<file path="config.mk">
export PLATFORM = sky130hd
export DESIGN_NAME = opgs_ctrl
export DESIGN_NICKNAME = d
export VERILOG_FILES = /design/src/verilog/opgs_ctrl.v
export VERILOG_INCLUDE_DIRS = /design/src /design/src/inc
export SDC_FILE = /design/constraint.sdc
export NUM_CORES = 1
export LEC_CHECK = 0
export BUFFER_PORTS_ARGS = -buffer_cell sky130_fd_sc_hd__buf_4
export CORE_MARGIN = 2
export CORE_UTILIZATION = 50
export CTS_CLUSTER_SIZE = 12
export DETAILED_ROUTE_END_ITERATION = 8
export PLACE_DENSITY_LB_ADDON = 0.15
export SYNTH_ARGS = -nofsm -noshare
export SYNTH_HDL_FRONTEND = slang
export SYNTH_SLANG_ARGS = --single-unit
</file>
<file path="constraint.sdc">
create_clock -name clk_i -period 13.21 [get_ports clk_i]
set_input_delay 1.321 -clock clk_i [delete_from_list [all_inputs] [get_ports clk_i]]
set_output_delay 1.321 -clock clk_i [all_outputs]
set_load 0.01 [all_outputs]
</file>
<file path="src/inc/opgs_regs.vh">
// register offsets, field positions and reset values of the output phase and pin select block
`ifndef OPGS_REGS_VH
`define OPGS_REGS_VH

// byte addresses in the host register map, most significant byte at the lowest address
`define OPGS_PHASE_B3      16'h0720
`define OPGS_PHASE_B2      16'h0721
`define OPGS_PHASE_B1      16'h0722
`define OPGS_PHASE_B0      16'h0723
`define OPGS_OVR_EN        16'h0724
`define OPGS_PSEL_HI       16'h0725
`define OPGS_PSEL_LO       16'h0726

// reset values
`define OPGS_PHASE_RST     32'h00000000
`define OPGS_OVR_EN_RST    2'h0
`define OPGS_PSEL_RST      16'h0000

// field positions
`define OPGS_OVR_P         0
`define OPGS_OVR_N         1
`define OPGS_OVR_MASK      8'h03
`define OPGS_PSEL_MASK     16'h7F7F
`define OPGS_BIT_HI        14
`define OPGS_BIT_LO        12
`define OPGS_PAGE_HI       11
`define OPGS_PAGE_LO       8
`define OPGS_OFS_HI        6
`define OPGS_OFS_LO        0

// general output mode codes
`define OPGS_MODE_LEVEL    3'h1
`define OPGS_MODE_STATUS   3'h3

`endif

</file>
<file path="src/verilog/opgs_ctrl.v">
// output phase offset and per-pin clock or general output selection for one output pair
`include "opgs_regs.vh"

// Behaviour
// - phase offset register is a 32-bit two's complement count of half synth cycles
// - positive offset delays output edges by that many half cycles, at most DEPTH - 2 - ADV (46), larger offsets clamp there
// - negative offset advances output edges by its magnitude in half cycles, at most ADV (16), larger magnitudes clamp there
// - override bit 0 clear: P pin carries divided clock, set: P general output mode
// - override bit 1 clear: N pin carries divided clock, set: N general output mode
// - status select bits 14:12 give bit position within the chosen byte
// - status select bits 11:8 give the host register map page
// - status select bits 6:0 give byte offset within the page
// - mode code 001 drives the pin with its general output value level
// - mode code 011 continuously mirrors the selected host register bit on P, and drives N from n_status_bit_i
module opgs_ctrl #(
   parameter DEPTH = 64,         // delay line length in half cycles
   parameter ADV   = 16          // base latency, the largest advance possible
) (
   // clock and reset
   input  wire        clk_i,
   input  wire        nrst_i,
   // byte-wide host register port
   input  wire [15:0] reg_addr_i,
   input  wire        reg_wr_i,
   input  wire [7:0]  reg_wdata_i,
   input  wire        reg_rd_i,
   output reg  [7:0]  reg_rdata_o,
   // divided clocks, two half-cycle samples per cycle, [0] first half
   input  wire [1:0]  p_div_clk_i,
   input  wire [1:0]  n_div_clk_i,
   // general output configuration from neighbouring registers
   input  wire [2:0]  p_mode_i,
   input  wire [2:0]  n_mode_i,
   input  wire        p_level_i,
   input  wire        n_level_i,
   input  wire [7:0]  mirror_byte_i,
   input  wire        n_status_bit_i,
   // selected host register location for the P-pin mirror
   output reg  [3:0]  mirror_page_o,
   output reg  [6:0]  mirror_offset_o,
   // pins, two half-cycle levels per cycle, [0] first half
   output reg  [1:0]  out_p_o,
   output reg  [1:0]  out_n_o
);

   // tap limits held at the width of the tap so compares and clamps stay 32 bits
   localparam [31:0]  TAP_BASE = ADV;
   localparam [31:0]  TAP_MAX  = DEPTH - 2;

   // register storage
   reg  [31:0]        phase_r;
   reg  [1:0]         ovr_en_r;
   reg  [15:0]        psel_r;

   // half-cycle delay lines
   reg  [DEPTH-1:0]   p_hist_r;
   reg  [DEPTH-1:0]   n_hist_r;

   // combinational values
   reg  [1:0]         p_gpo_nxt;
   reg  [1:0]         n_gpo_nxt;
   reg  [31:0]        tap;
   reg  [7:0]         rdata_nxt;
   wire [31:0]        tap_early;
   wire [31:0]        neg_mag;
   wire [15:0]        psel_mask;
   wire [2:0]         sel_bit;

   // field taps of the status select register
   assign sel_bit = psel_r[`OPGS_BIT_HI:`OPGS_BIT_LO];

   // reserved bits 15 and 7 of the status select register never store a one
   assign psel_mask = `OPGS_PSEL_MASK;

   // size of a negative offset, the advance asked for
   assign neg_mag = ~phase_r + 32'h00000001;

   // first-half output sample sits one half cycle deeper in the line than the second half
   assign tap_early = tap + 32'h00000001;

   // register writes; reserved bits are masked on the way in
   // multibyte values change a byte at a time, so the pins may see mixed values mid-write
   always @(posedge clk_i or negedge nrst_i) begin
      if (!nrst_i) begin
         phase_r  <= `OPGS_PHASE_RST;
         ovr_en_r <= `OPGS_OVR_EN_RST;
         psel_r   <= `OPGS_PSEL_RST;
      end else if (reg_wr_i) begin
         if (reg_addr_i == `OPGS_PHASE_B3) begin
            phase_r[31:24] <= reg_wdata_i;
         end else if (reg_addr_i == `OPGS_PHASE_B2) begin
            phase_r[23:16] <= reg_wdata_i;
         end else if (reg_addr_i == `OPGS_PHASE_B1) begin
            phase_r[15:8] <= reg_wdata_i;
         end else if (reg_addr_i == `OPGS_PHASE_B0) begin
            phase_r[7:0] <= reg_wdata_i;
         end else if (reg_addr_i == `OPGS_OVR_EN) begin
            ovr_en_r <= reg_wdata_i[1:0];
         end else if (reg_addr_i == `OPGS_PSEL_HI) begin
            psel_r[15:8] <= reg_wdata_i & psel_mask[15:8];
         end else if (reg_addr_i == `OPGS_PSEL_LO) begin
            psel_r[7:0] <= reg_wdata_i & psel_mask[7:0];
         end
      end
   end

   // read mux; unmapped addresses read zero
   always @* begin
      rdata_nxt = 8'h00;
      if (reg_addr_i == `OPGS_PHASE_B3) begin
         rdata_nxt = phase_r[31:24];
      end else if (reg_addr_i == `OPGS_PHASE_B2) begin
         rdata_nxt = phase_r[23:16];
      end else if (reg_addr_i == `OPGS_PHASE_B1) begin
         rdata_nxt = phase_r[15:8];
      end else if (reg_addr_i == `OPGS_PHASE_B0) begin
         rdata_nxt = phase_r[7:0];
      end else if (reg_addr_i == `OPGS_OVR_EN) begin
         rdata_nxt = {6'h00, ovr_en_r};
      end else if (reg_addr_i == `OPGS_PSEL_HI) begin
         rdata_nxt = psel_r[15:8];
      end else if (reg_addr_i == `OPGS_PSEL_LO) begin
         rdata_nxt = psel_r[7:0];
      end
   end

   // read data register; holds until the next read strobe
   always @(posedge clk_i or negedge nrst_i) begin
      if (!nrst_i) begin
         reg_rdata_o <= 8'h00;
      end else if (reg_rd_i) begin
         reg_rdata_o <= rdata_nxt;
      end
   end

   // P half-cycle history: after a shift, bit 0 is the newest second-half sample
   always @(posedge clk_i or negedge nrst_i) begin
      if (!nrst_i) begin
         p_hist_r <= {DEPTH{1'b0}};
      end else begin
         p_hist_r <= {p_hist_r[DEPTH-3:0], p_div_clk_i[0], p_div_clk_i[1]};
      end
   end

   // N half-cycle history, same layout as the P line
   always @(posedge clk_i or negedge nrst_i) begin
      if (!nrst_i) begin
         n_hist_r <= {DEPTH{1'b0}};
      end else begin
         n_hist_r <= {n_hist_r[DEPTH-3:0], n_div_clk_i[0], n_div_clk_i[1]};
      end
   end

   // tap = base latency plus signed offset; an advance is a shorter delay than the base,
   // so offsets beyond the line are clamped rather than wrapped
   always @* begin
      tap = TAP_BASE + phase_r;
      if (phase_r[31] && (neg_mag > TAP_BASE)) begin
         tap = 32'h00000000;
      end else if (!phase_r[31] && (tap > TAP_MAX)) begin
         tap = TAP_MAX;
      end
   end

   // P general output level; reserved codes drive low so a bad code never leaks a clock
   always @* begin
      p_gpo_nxt = 2'h0;
      case (p_mode_i)
         `OPGS_MODE_LEVEL: p_gpo_nxt = {2{p_level_i}};
         `OPGS_MODE_STATUS: p_gpo_nxt = {2{mirror_byte_i[sel_bit]}};
         default: p_gpo_nxt = 2'h0;
      endcase
   end

   // N general output level; its bit select lives outside this block
   always @* begin
      n_gpo_nxt = 2'h0;
      case (n_mode_i)
         `OPGS_MODE_LEVEL: n_gpo_nxt = {2{n_level_i}};
         `OPGS_MODE_STATUS: n_gpo_nxt = {2{n_status_bit_i}};
         default: n_gpo_nxt = 2'h0;
      endcase
   end

   // mirror location, registered so the outside lookup sees settled fields
   always @(posedge clk_i or negedge nrst_i) begin
      if (!nrst_i) begin
         mirror_page_o   <= 4'h0;
         mirror_offset_o <= 7'h00;
      end else begin
         mirror_page_o   <= psel_r[`OPGS_PAGE_HI:`OPGS_PAGE_LO];
         mirror_offset_o <= psel_r[`OPGS_OFS_HI:`OPGS_OFS_LO];
      end
   end

   // P pin driver; the override switches both half-cycle levels at once
   always @(posedge clk_i or negedge nrst_i) begin
      if (!nrst_i) begin
         out_p_o <= 2'h0;
      end else if (ovr_en_r[`OPGS_OVR_P]) begin
         out_p_o <= p_gpo_nxt;
      end else begin
         out_p_o <= {p_hist_r[tap], p_hist_r[tap_early]};
      end
   end

   // N pin driver; same tap as P, so the pair stays aligned
   always @(posedge clk_i or negedge nrst_i) begin
      if (!nrst_i) begin
         out_n_o <= 2'h0;
      end else if (ovr_en_r[`OPGS_OVR_N]) begin
         out_n_o <= n_gpo_nxt;
      end else begin
         out_n_o <= {n_hist_r[tap], n_hist_r[tap_early]};
      end
   end

endmodule
</file>
After elaboration in Yosys (flattened, before gate mapping)
Index checks and enable logic that the tools add are counted.

Output and inout port bits: 23. Word-level logic and storage cells: 73. Register bits after elaboration: 199. Bits of input ports: 49.

Add/subtract/negate cells: 3. Multiplexer cells: 23. Magnitude comparators: 5. Reduce and logical (&&, ||, !) cells: 10. Equality and inequality tests: 11. Bitwise operators: 7.

Operators by type and width (count): $eq 16x11->1 const B (7); $add 32x1->32 const B (2); $lt 32x7->1 const B (2); $mux 32 (2); $add 5x32->32 const A (1); $gt 32x5->1 const B (1); $gt 32x6->1 const B (1); $mux 8 (4); $not 32->32 (1); $bmux 1 s6 (4); $mux 7 (3); $pmux 2 s2 (2); $reduce_and 8->1 (1); $reduce_and 7->1 (1); $eq 3x1->1 const B (2); $eq 3x2->1 const B (2); $not 1->1 (6); $reduce_and 6->1 (1); $mux 1 (5); $reduce_and 5->1 (1); $lt 3x4->1 const B (1); $mux 2 (2); $reduce_and 4->1 (1); $bmux 1 s3 (1); other kinds (4) (5).

Logic depth before layout (Yosys ltp)
Gate-level depths: netlist (run 1).

Word-level depth: 9. Mapped depth: 27. Mapped depth without buffers: 20.

Worst setup path before layout (run 1)
OpenSTA, ideal clock, no wires.

Path type: register to register. Start: register phase_r[1]. End: register out_n_o[0]. Buffers on the path: 6. Arrival time: 5.458 ns. Path slack: 7.616 ns. Library setup time: 0.136 ns. Stages on the path, launching flop included: 24. Cells stage by stage: dfrtp_1 > clkbuf_1 > or4_4 > or4_4 > or4_1 > o21a_1 > nor4_4 > a31o_1 > buf_4 > nand3_4 > buf_4 > inv_1 > buf_4 > buf_2 > ha_1 > and3_1 > nor2_1 > o31a_1 > nor3_1 > clkbuf_1 > nand3b_1 > nand2_1 > o211ai_1 > o311ai_1.

Longest elaborated chain between the ends: 9. Elaborated cells on any way between the ends: 13.

RTL lines: start: declaration (RTL line opgs_ctrl.v:51) `reg [31:0] phase_r;`; start signal: assignment (RTL line opgs_ctrl.v:85) `` phase_r <= `OPGS_PHASE_RST; ``; start signal: assignment (RTL line opgs_ctrl.v:96) `phase_r[7:0] <= reg_wdata_i;`; $add 5x32->32 / $not 32->32 (equally long branches) (RTL line opgs_ctrl.v:157, opgs_ctrl.v:76); $gt 32x6->1 / $add 32x1->32 (equally long branches) (RTL line opgs_ctrl.v:160, opgs_ctrl.v:76); $logic_and 1x1->1 / $gt 32x5->1 (equally long branches) (RTL line opgs_ctrl.v:160, opgs_ctrl.v:158); $mux 32 / $logic_and 1x1->1 (equally long branches) (RTL line opgs_ctrl.v:160, opgs_ctrl.v:158); $mux 32 (*) (RTL line opgs_ctrl.v:158) `if (phase_r[31] && (neg_mag > TAP_BASE)) begin`; $add 32x1->32 (*) (RTL line opgs_ctrl.v:79) `assign tap_early = tap + 32'h00000001;`; $bmux 1 s6 (*) (RTL line opgs_ctrl.v:214) `out_n_o <= {n_hist_r[tap], n_hist_r[tap_early]};`; $mux 1 (not written as such) (*) (RTL line opgs_ctrl.v:214); $mux 2 (*) (RTL line opgs_ctrl.v:211) `` end else if (ovr_en_r[`OPGS_OVR_N]) begin ``; end signal: assignment (RTL line opgs_ctrl.v:212) `out_n_o <= n_gpo_nxt;`; end signal: assignment (RTL line opgs_ctrl.v:214); end: declaration (RTL line opgs_ctrl.v:43) `output reg [1:0] out_n_o`.

Mark *: on every way between the ends. The rest lies on a longest branch, timed or not. The select of a mux whose other input is x is not followed. A chain may end at the register's enable or synchronous reset.

Worst setup path after layout (run 1)
Start: register phase_r[3]. End: register out_p_o[0].

Longest elaborated chain between the ends: 9. Elaborated cells on any way between the ends: 13.

RTL lines: $add 5x32->32 / $not 32->32 (equally long branches) (RTL line opgs_ctrl.v:157, opgs_ctrl.v:76); $gt 32x6->1 / $add 32x1->32 (equally long branches) (RTL line opgs_ctrl.v:160, opgs_ctrl.v:76); $logic_and 1x1->1 / $gt 32x5->1 (equally long branches) (RTL line opgs_ctrl.v:160, opgs_ctrl.v:158); $mux 32 / $logic_and 1x1->1 (equally long branches) (RTL line opgs_ctrl.v:160, opgs_ctrl.v:158); $mux 32 (*) (RTL line opgs_ctrl.v:158); $add 32x1->32 (*) (RTL line opgs_ctrl.v:79); $bmux 1 s6 (*) (RTL line opgs_ctrl.v:203) `out_p_o <= {p_hist_r[tap], p_hist_r[tap_early]};`; $mux 1 (not written as such) (*) (RTL line opgs_ctrl.v:203); $mux 2 (*) (RTL line opgs_ctrl.v:200) `` end else if (ovr_en_r[`OPGS_OVR_P]) begin ``; end signal: assignment (RTL line opgs_ctrl.v:201) `out_p_o <= p_gpo_nxt;`; end signal: assignment (RTL line opgs_ctrl.v:203); end: declaration (RTL line opgs_ctrl.v:42) `output reg [1:0] out_p_o,`.

Marked as above.

==> impl_metrics.yaml, run 1 <==
cts:
  clock-root-buffer: "clkbuf_16"
  clk_latency_ns: 0.43
  h-tree-depth: 4
  cts_buffers: 17
  cts_tree: "built"
  post_cts_buffers: 0
  cts-resized-gates: 0
  clk_pin_slew_ns: 0.07
  cts_buffer_depth: 2
  holdBufCountCts: 0
  cts.sinks: 199
logic_synthesis:
  synth_seq_area_share: 0.491
  yosysWarnings: 0
  yosysMostFrequentCell: "dfrtp_1"
  ys.flop_type: "dfrtp_1"
  syn_avg_cell_area_sq_um: 11.4
  synth_fp_nets: 946
  synth_top_area_cell: "dfrtp_1"
  synth_area_sq_um: 10100
  synthArstFlopShare: 1.00
  yosysTopAreaCellShare: 0.491
  synthTopCellsByCount: "199 x dfrtp_1, 66 x mux2_2, 65 x nand2_1, 44 x clkbuf_1"
  synth_edf_count: 0
  ys_ff_latch: 199
  synth_cell_types: 74
  synth_cells: 893
  synthTopCellsByArea: "dfrtp_1 49%, mux4_2 8.0%, mux2_2 7.3%, mux2i_1 3.2%, nand2_1 2.4%"
floorplan:
  ioPinCount: 72
  die_h_um: 146
  start_util: 0.506
  rows: 52
  coreArea_sq_um: 20000
  die_area_sq_um: 21400
  die_x_um: 146
worst_hold_path:
  hold_depth: 0
  hold_class: "reg2reg"
run:
  drv_cap: 0
routing:
  drc: 0
  routed_wl_mm: 27.5
  drtAntennaViolNets: 0
  viasPerCell: 6.39
  drt_pass1_iterations: 5
  wl_per_cell_um: 22.7
  drt_iter0_markers: 886
  vias: 7765
pwr:
  p_total_mw: 1.22
  powerDensity_nw_per_um2: 107
  irDropWorstVdd_mv: 0.0920
  p_leak_nw: 4.81
sta:
  worstMarginPinSlew_ns: 1.01
  clock_skew_ns: 0.0140
  hold_violations: 0
  fin_crit_ns: 6.49
  max_freq_mhz: 154
  maxSlewHeadroom: 0.317
  period_share: 0.491
  setup_violations: 0
  grt_setup_unrepaired: "false"
  setup_tns_ns: 0
  finalMaxSlewViolations: 0
placement:
  portBuffers: 71
  gp_congestion: 0.965
  dpl.hpwl_mm: 19.2
global_routing:
  grt_pass1_vias: 7734
  grt_util_met3: 0.0566
  grt_use_total: 0.266
  antenna_found_initial: 0
  grt_pass1_wl_mm: 44.4
  gr-max-usage-layer: "met2"
  grt_util_met2: 0.407
  grt_overflow_total: 0
  grtUsageMet1: 0.373
  grt_max_degree: 98
cells_and_area:
  nNetsFinal: 985
  area_growth_pct: 12.4
  drive_above_1_share: 0.246
  num_antenna_cells: 0
critical_path:
  crit_fanout: 50
  cp_data_required_time_ns: 13.51
  start_kind: "flop"
  worst-path-stages: 14
  cp_data_arrival_time_ns: 6.79
  path_buf_inv: 2
  crit_slowest_cell: "nor4_2"
  worst-r2r-cell-count: 14
  path_class: "reg2reg"
  critical_path.top_delay_family: "simple AND/OR/NAND/NOR gates"
  crit_chain: "nor4_2, nand2_1, o41ai_1, o221ai_1, nor4_1, a31o_1, nand3_4, inv_1, ha_1, buf_4, mux4_2, and2_1, a2111oi_0, o41ai_1"
  cp-end-kind: "flop"
  crit_top_cell: "o41ai_1"
  max_stage_delay_ns: 0.82
status:
  status: "complete, no violations"
-- metal layers --
metal  routed length (um)  vias to the layer above  part of all wire
li1                     -                     3489                 -
met1                11900                     3864              0.43
met2                12800                      341              0.47
met3                 1820                       71             0.066
met4                 1010                        0             0.037
met5                    0                        -                 0
-- cell type report --
class / instances / area, sq um
clock buffers: 19 / 443
flip-flops and latches: 199 / 4980
inverters: 24 / 90.1
repair buffers: 82 / 622
fillers: 1686 / 8650
well taps: 270 / 338
multi-input cells: 608 / 4780
clock inverters: 13 / 141
-- final timing paths --
check / from / to / slack (ns)
setup / recovery: phase_r[3] / out_p_o[0] / 6.72
min in group asynchronous: nrst_i / mirror_page_o[2] / 0.95
max in group asynchronous: nrst_i / n_hist_r[18] / 11.05
setup reg to reg: phase_r[3] / out_p_o[0] / 6.72
hold / removal: p_hist_r[9] / p_hist_r[11] / 0.38
hold reg to reg: p_hist_r[9] / p_hist_r[11] / 0.38
-- cells in the final DEF (no fill, tap or decap), types with 10 or more instances in the layout --
master and count:
o21ai_0 39, nor2_1 39, a211oi_1 10, buf_4 81, nand2_1 65, o211ai_1 17, a31oi_1 10, a21oi_1 38
dfrtp_1 199, mux4_2 36, mux2_2 66, clkbuf_16 17, inv_1 23, nand4_1 13, o22ai_1 10, nor4_1 17
nand3_1 33, nor3_1 22, mux2i_1 32
-- logic make-up (layout without fill, tap and decap cells) --
kind of cell | count (synthesis) | after routing | share of synthesized area
simple gates | 255 | 255 | 0.133
compound gates | 201 | 201 | 0.136
flops | 199 | 199 | 0.491
mux | 134 | 134 | 0.185
buf+inv | 86 | 138 | 0.0374
xor+xnor | 14 | 14 | 0.0121
fa+ha+maj | 4 | 4 | 0.00494
-- sequential cells by signal (all words and copies together) (netlist names) --
name / flops
n_hist_r: 64
p_hist_r: 64
phase_r: 32
psel_r: 14
reg_rdata_o: 8
mirror_offset_o: 7
mirror_page_o: 4
out_n_o: 2
out_p_o: 2
ovr_en_r: 2
-- power breakdown --
part / switching, mW / leakage [nW] / total (mW) / internal (mW)
clock: 0.238 / 0.286 / 0.509 / 0.272
sequential: 0.0182 / 2.44 / 0.648 / 0.630
combinational: 0.0298 / 2.08 / 0.0583 / 0.0286
-- through the flow --
step	cell area [sq um]	hold WS, ns	util	setup slack, ns	std cells
4_1_cts	11400	0.390	0.568	6.82	1215
3_3_place_gp	10800	0.360	0.539	6.87	1183
5_1_grt	11400	0.392	0.568	6.11	1215
2_1_floorplan	10100	0.354	-	7.62	893
6_report	11400	0.381	0.568	6.72	1215
3_5_place_dp	10800	0.373	0.539	6.83	1183
Power figures use the tool's default switching activity.
==> inputs of run 2 (changes only) <==
- ABC_AREA: unset -> 1
- clock period: 13.21 -> 5.4 ns (I/O delays scaled with it)
==> run 2 against run 1 <==
Effect of this change:
- die area rose by 14%
- global-route usage rose by 1.6 points
- via count rose by 40%
- setup slack got worse by 5.9 ns
- cell area rose by 11%
- non-clock buffer count rose by 1
- count of clock-buffer cells in the layout fell by 1
- largest power group unchanged
==> impl_metrics.yaml, run 2 <==
status:
  status: "complete, no violations"
floorplan:
  ioPinCount: 72
  coreArea_sq_um: 22600
  start_util: 0.511
  die_area_sq_um: 24400
  die_x_um: 156
  die_h_um: 156
  rows: 55
logic_synthesis:
  ys.flop_type: "dfrtp_1"
  synth_edf_count: 0
  synthTopCellsByArea: "dfrtp_1 43%, nand2_1 17%, nand3_1 14%, inv_1 6.8%, nor2_1 3.8%"
  synth_cell_types: 37
  yosysTopAreaCellShare: 0.431
  synth_cells: 1652
  synth_area_sq_um: 11600
  synthArstFlopShare: 1.00
  ys_ff_latch: 199
  synth_top_area_cell: "dfrtp_1"
  yosysMostFrequentCell: "nand2_1"
  synthTopCellsByCount: "512 x nand2_1, 331 x nand3_1, 208 x inv_1, 199 x dfrtp_1, 118 x nor2_1"
  synth_fp_nets: 1705
  synth_seq_area_share: 0.431
  yosysWarnings: 0
  syn_avg_cell_area_sq_um: 7.00
sta:
  hold_ws_ns: 0.147
  clock_skew_ns: 0.00991
  worstMarginPinSlew_ns: 1.25
  maxSlewHeadroom: 0.164
  setup_violations: 0
  grt_setup_unrepaired: "false"
  setup_tns_ns: 0
  fin_crit_ns: 4.57
  hold_violations: 0
  finalMaxSlewViolations: 0
  max_freq_mhz: 219
  period_share: 0.846
global_routing:
  gr-max-usage-layer: "met2"
  grt_max_degree: 134
  antenna_found_initial: 0
  grt_util_met2: 0.421
  grt_pass1_wl_mm: 53.9
  grt_overflow_total: 0
  grt_pass1_vias: 10100
  grt_util_met3: 0.0500
  grt_use_total: 0.282
  grtUsageMet1: 0.421
cts:
  cts.sinks: 199
  cts-resized-gates: 0
  holdBufCountCts: 0
  clk_latency_ns: 0.44
  clock-root-buffer: "clkbuf_16"
  h-tree-depth: 4
  cts_buffer_depth: 2
  cts_tree: "built"
  cts_buffers: 17
  post_cts_buffers: 0
  clk_pin_slew_ns: 0.07
critical_path:
  crit_slowest_cell: "buf_4"
  cp_data_arrival_time_ns: 4.89
  cp-end-kind: "flop"
  max_stage_delay_ns: 0.94
  start_kind: "flop"
  critical_path.top_delay_family: "simple AND/OR/NAND/NOR gates"
  crit_fanout: 133
  path_buf_inv: 4
  crit_top_cell: "nand2_1"
  path_class: "reg2reg"
  cp_data_required_time_ns: 5.72
cells_and_area:
  top_regs: "n_hist_r x64, p_hist_r x64, phase_r x32"
  layout_commonest_cell: "nand2_1"
  num_antenna_cells: 0
  nNetsFinal: 1726
  area_growth_pct: 9.74
  drive_above_1_share: 0.0973
  final_cell_mix: "512 x nand2_1, 331 x nand3_1, 208 x inv_1, 199 x dfrtp_1, 118 x nor2_1"
run:
  drv_cap: 0
worst_hold_path:
  hold_class: "in2async"
pwr:
  p_leak_nw: 6.63
  powerDensity_nw_per_um2: 240
  irDropWorstVdd_mv: 0.245
placement:
  dpl.hpwl_mm: 23.3
  gp_congestion: 1.01
  portBuffers: 71
routing:
  drt_pass1_iterations: 5
  drt_iter0_markers: 1281
  viasPerCell: 5.52
  drc: 0
  vias: 10900
  drtAntennaViolNets: 0
  routed_wl_mm: 33.1
  wl_per_cell_um: 16.8
==> run 2: logic make-up after synthesis <==
| family | Yosys count | synth area share |
|---|---|---|
| XOR/XNOR | 10 | 0.00822 |
| AO/OA/AOI/OAI | 103 | 0.0511 |
| AND/OR/NAND/NOR | 1035 | 0.393 |
| adder cells (fa/ha/maj) | 4 | 0.00433 |
| flip-flops | 199 | 0.431 |
| buffers and inverters | 301 | 0.113 |
==> run 2: path summary, 6_finish.rpt <==
kind | startpoint | end | slack [ns] | cells past startpoint
worst max-delay path | phase_r[4] | out_n_o[0] | 0.83 | 26
worst min-delay path | nrst_i | n_hist_r[44] | 0.15 | 1
worst min register to register | n_hist_r[21] | n_hist_r[23] | 0.37 | 0
worst max register to register | phase_r[4] | out_n_o[0] | 0.83 | 26
max in group asynchronous | nrst_i | p_hist_r[33] | 4.26 | 2
min in group clk_i | n_div_clk_i[0] | n_hist_r[1] | 0.20 | 1
==> run 2: per-stage QoR <==
stage	instance area (sq um)	total power, mW	worst slack (ns)	cells	util
CTS	12700	3.07	0.868	1971	0.561
global placement	12100	1.80	0.889	1939	0.534
global route	12700	3.17	0.358	1971	0.561
floorplan	11600	1.69	1.86	1652	-
detailed placement	12100	1.80	0.868	1939	0.534
finish	12700	3.04	0.830	1971	0.561
==> run 2: metal layers <==
layer  vias to the layer above  share of wire
met5                         -              0
met4                         0          0.020
met3                        52          0.081
met2                       492           0.44
met1                      5045           0.46
li1                       5292              -
==> run 2: cell type report <==
type                            instances  area [sq um]
Clock buffer                           18           439
Clock inverter                         14           164
Fill cell                            2169          9950
Inverter                              220           826
Multi-Input combinational cell       1152          5280
Sequential cell                       199          4980
Tap cell                              285           357
Timing Repair Buffer                   83           642
==> run 2: power by group <==
group | leakage [nW] | switching (mW) | internal, mW | total (mW)
sequential | 2.47 | 0.0315 | 1.54 | 1.57
clock | 0.292 | 0.604 | 0.671 | 1.27
combinational | 3.87 | 0.123 | 0.0727 | 0.196
==> inputs of run 3 (changes only) <==
- clock period: 5.4 -> 4.5 ns (I/O delays scaled with it)
==> run 3 against run 2 <==
Effect of this change:
- the flow now finishes with violations (negative hold slack)
- clock skew increased by 0.0082 ns
- die area is the same
- wire length grew 2.3%
- combinational power up 21%
- non-clock buffer count increased by 7
- utilization rose by 0.43 points
- cell count rose by 0.36%
- sequential cell count did not move
- worst hold slack got worse by 0.15 ns
- register-to-register slack got worse by 0.44 ns
- sequential share of layout area decreased by 0.30 points
- largest power group unchanged
==> impl_metrics.yaml, run 3 (synthesized netlist as in run 2, its figures left out) <==
status:
  status: "complete, but fails checks"
  violations: "negative hold slack"
floorplan:
  start_util: 0.511
  rows: 55
  die_x_um: 156
  ioPinCount: 72
  die_area_sq_um: 24400
  die_h_um: 156
  coreArea_sq_um: 22600
global_routing:
  grt_pass1_vias: 10400
  grt_use_total: 0.287
  grt_max_degree: 134
  grt_overflow_total: 0
  antenna_found_initial: 0
  grt_pass1_wl_mm: 54.8
cells_and_area:
  final_cell_mix: "512 x nand2_1, 331 x nand3_1, 208 x inv_1, 199 x dfrtp_1, 118 x nor2_1"
  final_util: 0.565
  area_growth_pct: 10.6
  num_antenna_cells: 0
  drive_above_1_share: 0.101
  top_regs: "n_hist_r x64, p_hist_r x64, phase_r x32"
  nNetsFinal: 1733
  layout_commonest_cell: "nand2_1"
sta:
  max_freq_mhz: 243
  clock_skew_ns: 0.0181
  hold_ws_ns: -0.00275
  hold_violations: 1
  setup_violations: 0
  grt_setup_unrepaired: "false"
  period_share: 0.913
  worstMarginPinSlew_ns: 1.07
  finalMaxSlewViolations: 0
  fin_crit_ns: 4.11
  maxSlewHeadroom: 0.278
  setup_tns_ns: 0
critical_path:
  cp-end-kind: "flop"
  cp_data_arrival_time_ns: 4.44
  start_kind: "flop"
  r2r_start: "phase_r[4]"
  crit_top_cell: "nand2_1"
  worst-r2r-cell-count: 26
  critical_path.top_delay_family: "simple AND/OR/NAND/NOR gates"
  path_class: "reg2reg"
  regToRegSetupSlack_ns: 0.39
  crit_slowest_cell: "dfrtp_1"
  cp_data_required_time_ns: 4.83
  reg2reg_to: "out_p_o[0]"
  crit_fanout: 133
  worst-path-stages: 26
  path_buf_inv: 4
  max_stage_delay_ns: 0.46
cts:
  clk_pin_slew_ns: 0.08
  h-tree-depth: 4
  cts.sinks: 199
  holdBufCountCts: 0
  cts-resized-gates: 0
  post_cts_buffers: 0
  clk_latency_ns: 0.45
  clock-root-buffer: "clkbuf_16"
  cts_buffer_depth: 2
  cts_tree: "built"
  cts_buffers: 17
pwr:
  p_leak_nw: 6.69
  clkPwrFrac: 0.428
  intPower_mw: 2.70
  combinationalPowerShare: 0.064
  irDropWorstVdd_mv: 0.252
  switching_share: 0.272
  powerDensity_nw_per_um2: 290
  seqPwrFrac: 0.508
  p_switching_mw: 1.01
routing:
  drt_pass1_iterations: 6
  vias: 11100
  drt_iter0_markers: 1222
  routed_wl_mm: 33.9
  wl_per_cell_um: 17.1
  drtAntennaViolNets: 0
  drc: 0
  viasPerCell: 5.62
placement:
  portBuffers: 71
  dpl.hpwl_mm: 23.8
  gp_congestion: 0.985
worst_hold_path:
  hold_class: "in2async"
run:
  drv_cap: 0
==> run 3: power groups by stage <==
stage / Combinational (mW) / Clock, mW / Sequential, mW
2_1_floorplan: 0.122 / 0 / 1.91
3_3_place_gp: 0.236 / 0 / 1.92
3_5_place_dp: 0.238 / 0 / 1.92
4_1_cts: 0.239 / 1.61 / 1.89
5_1_grt: 0.272 / 1.69 / 1.90
6_report: 0.238 / 1.59 / 1.89
==> run 3: how the worst max path moves through the flow <==
stage,to,startpoint
finish,out_p_o[0],phase_r[4]
global route,out_p_o[0],phase_r[4]
CTS,out_p_o[0],phase_r[4]
detailed placement,out_p_o[0],phase_r[4]
global placement,out_p_o[0],phase_r[4]
floorplan,out_n_o[0],phase_r[4]
==> run 3: layout make-up <==
cell class	count	area, sq um
clock buffer	17	425
clock inverter	15	185
fill	2177	9850
inverter	220	826
multi-input combinational	1152	5280
sequential	199	4980
tap	285	357
timing repair buffer	90	732
==> run 3: per-layer routing <==
metal	up-vias	track usage	routed length (um)	share of wire
li1	5318	-	-	-
met1	5205	0.432	15500	0.46
met2	531	0.429	14700	0.44
met3	53	0.0508	3090	0.091
met4	0	0.0725	563	0.017
met5	-	0	0	0
==> run 3: through the flow <==
stage          worst slack [ns]  power [mW]  cell area [sq um]  hold slack, ns  cells
2_1_floorplan             0.962        2.03              11600           0.154   1652
3_3_place_gp              0.483        2.16              12200           0.356   1946
3_5_place_dp              0.546        2.16              12200           0.358   1946
4_1_cts                   0.550        3.73              12800          0.0299   1978
5_1_grt                  0.0196        3.86              12800          0.0442   1978
6_report                  0.392        3.71              12800        -0.00275   1978
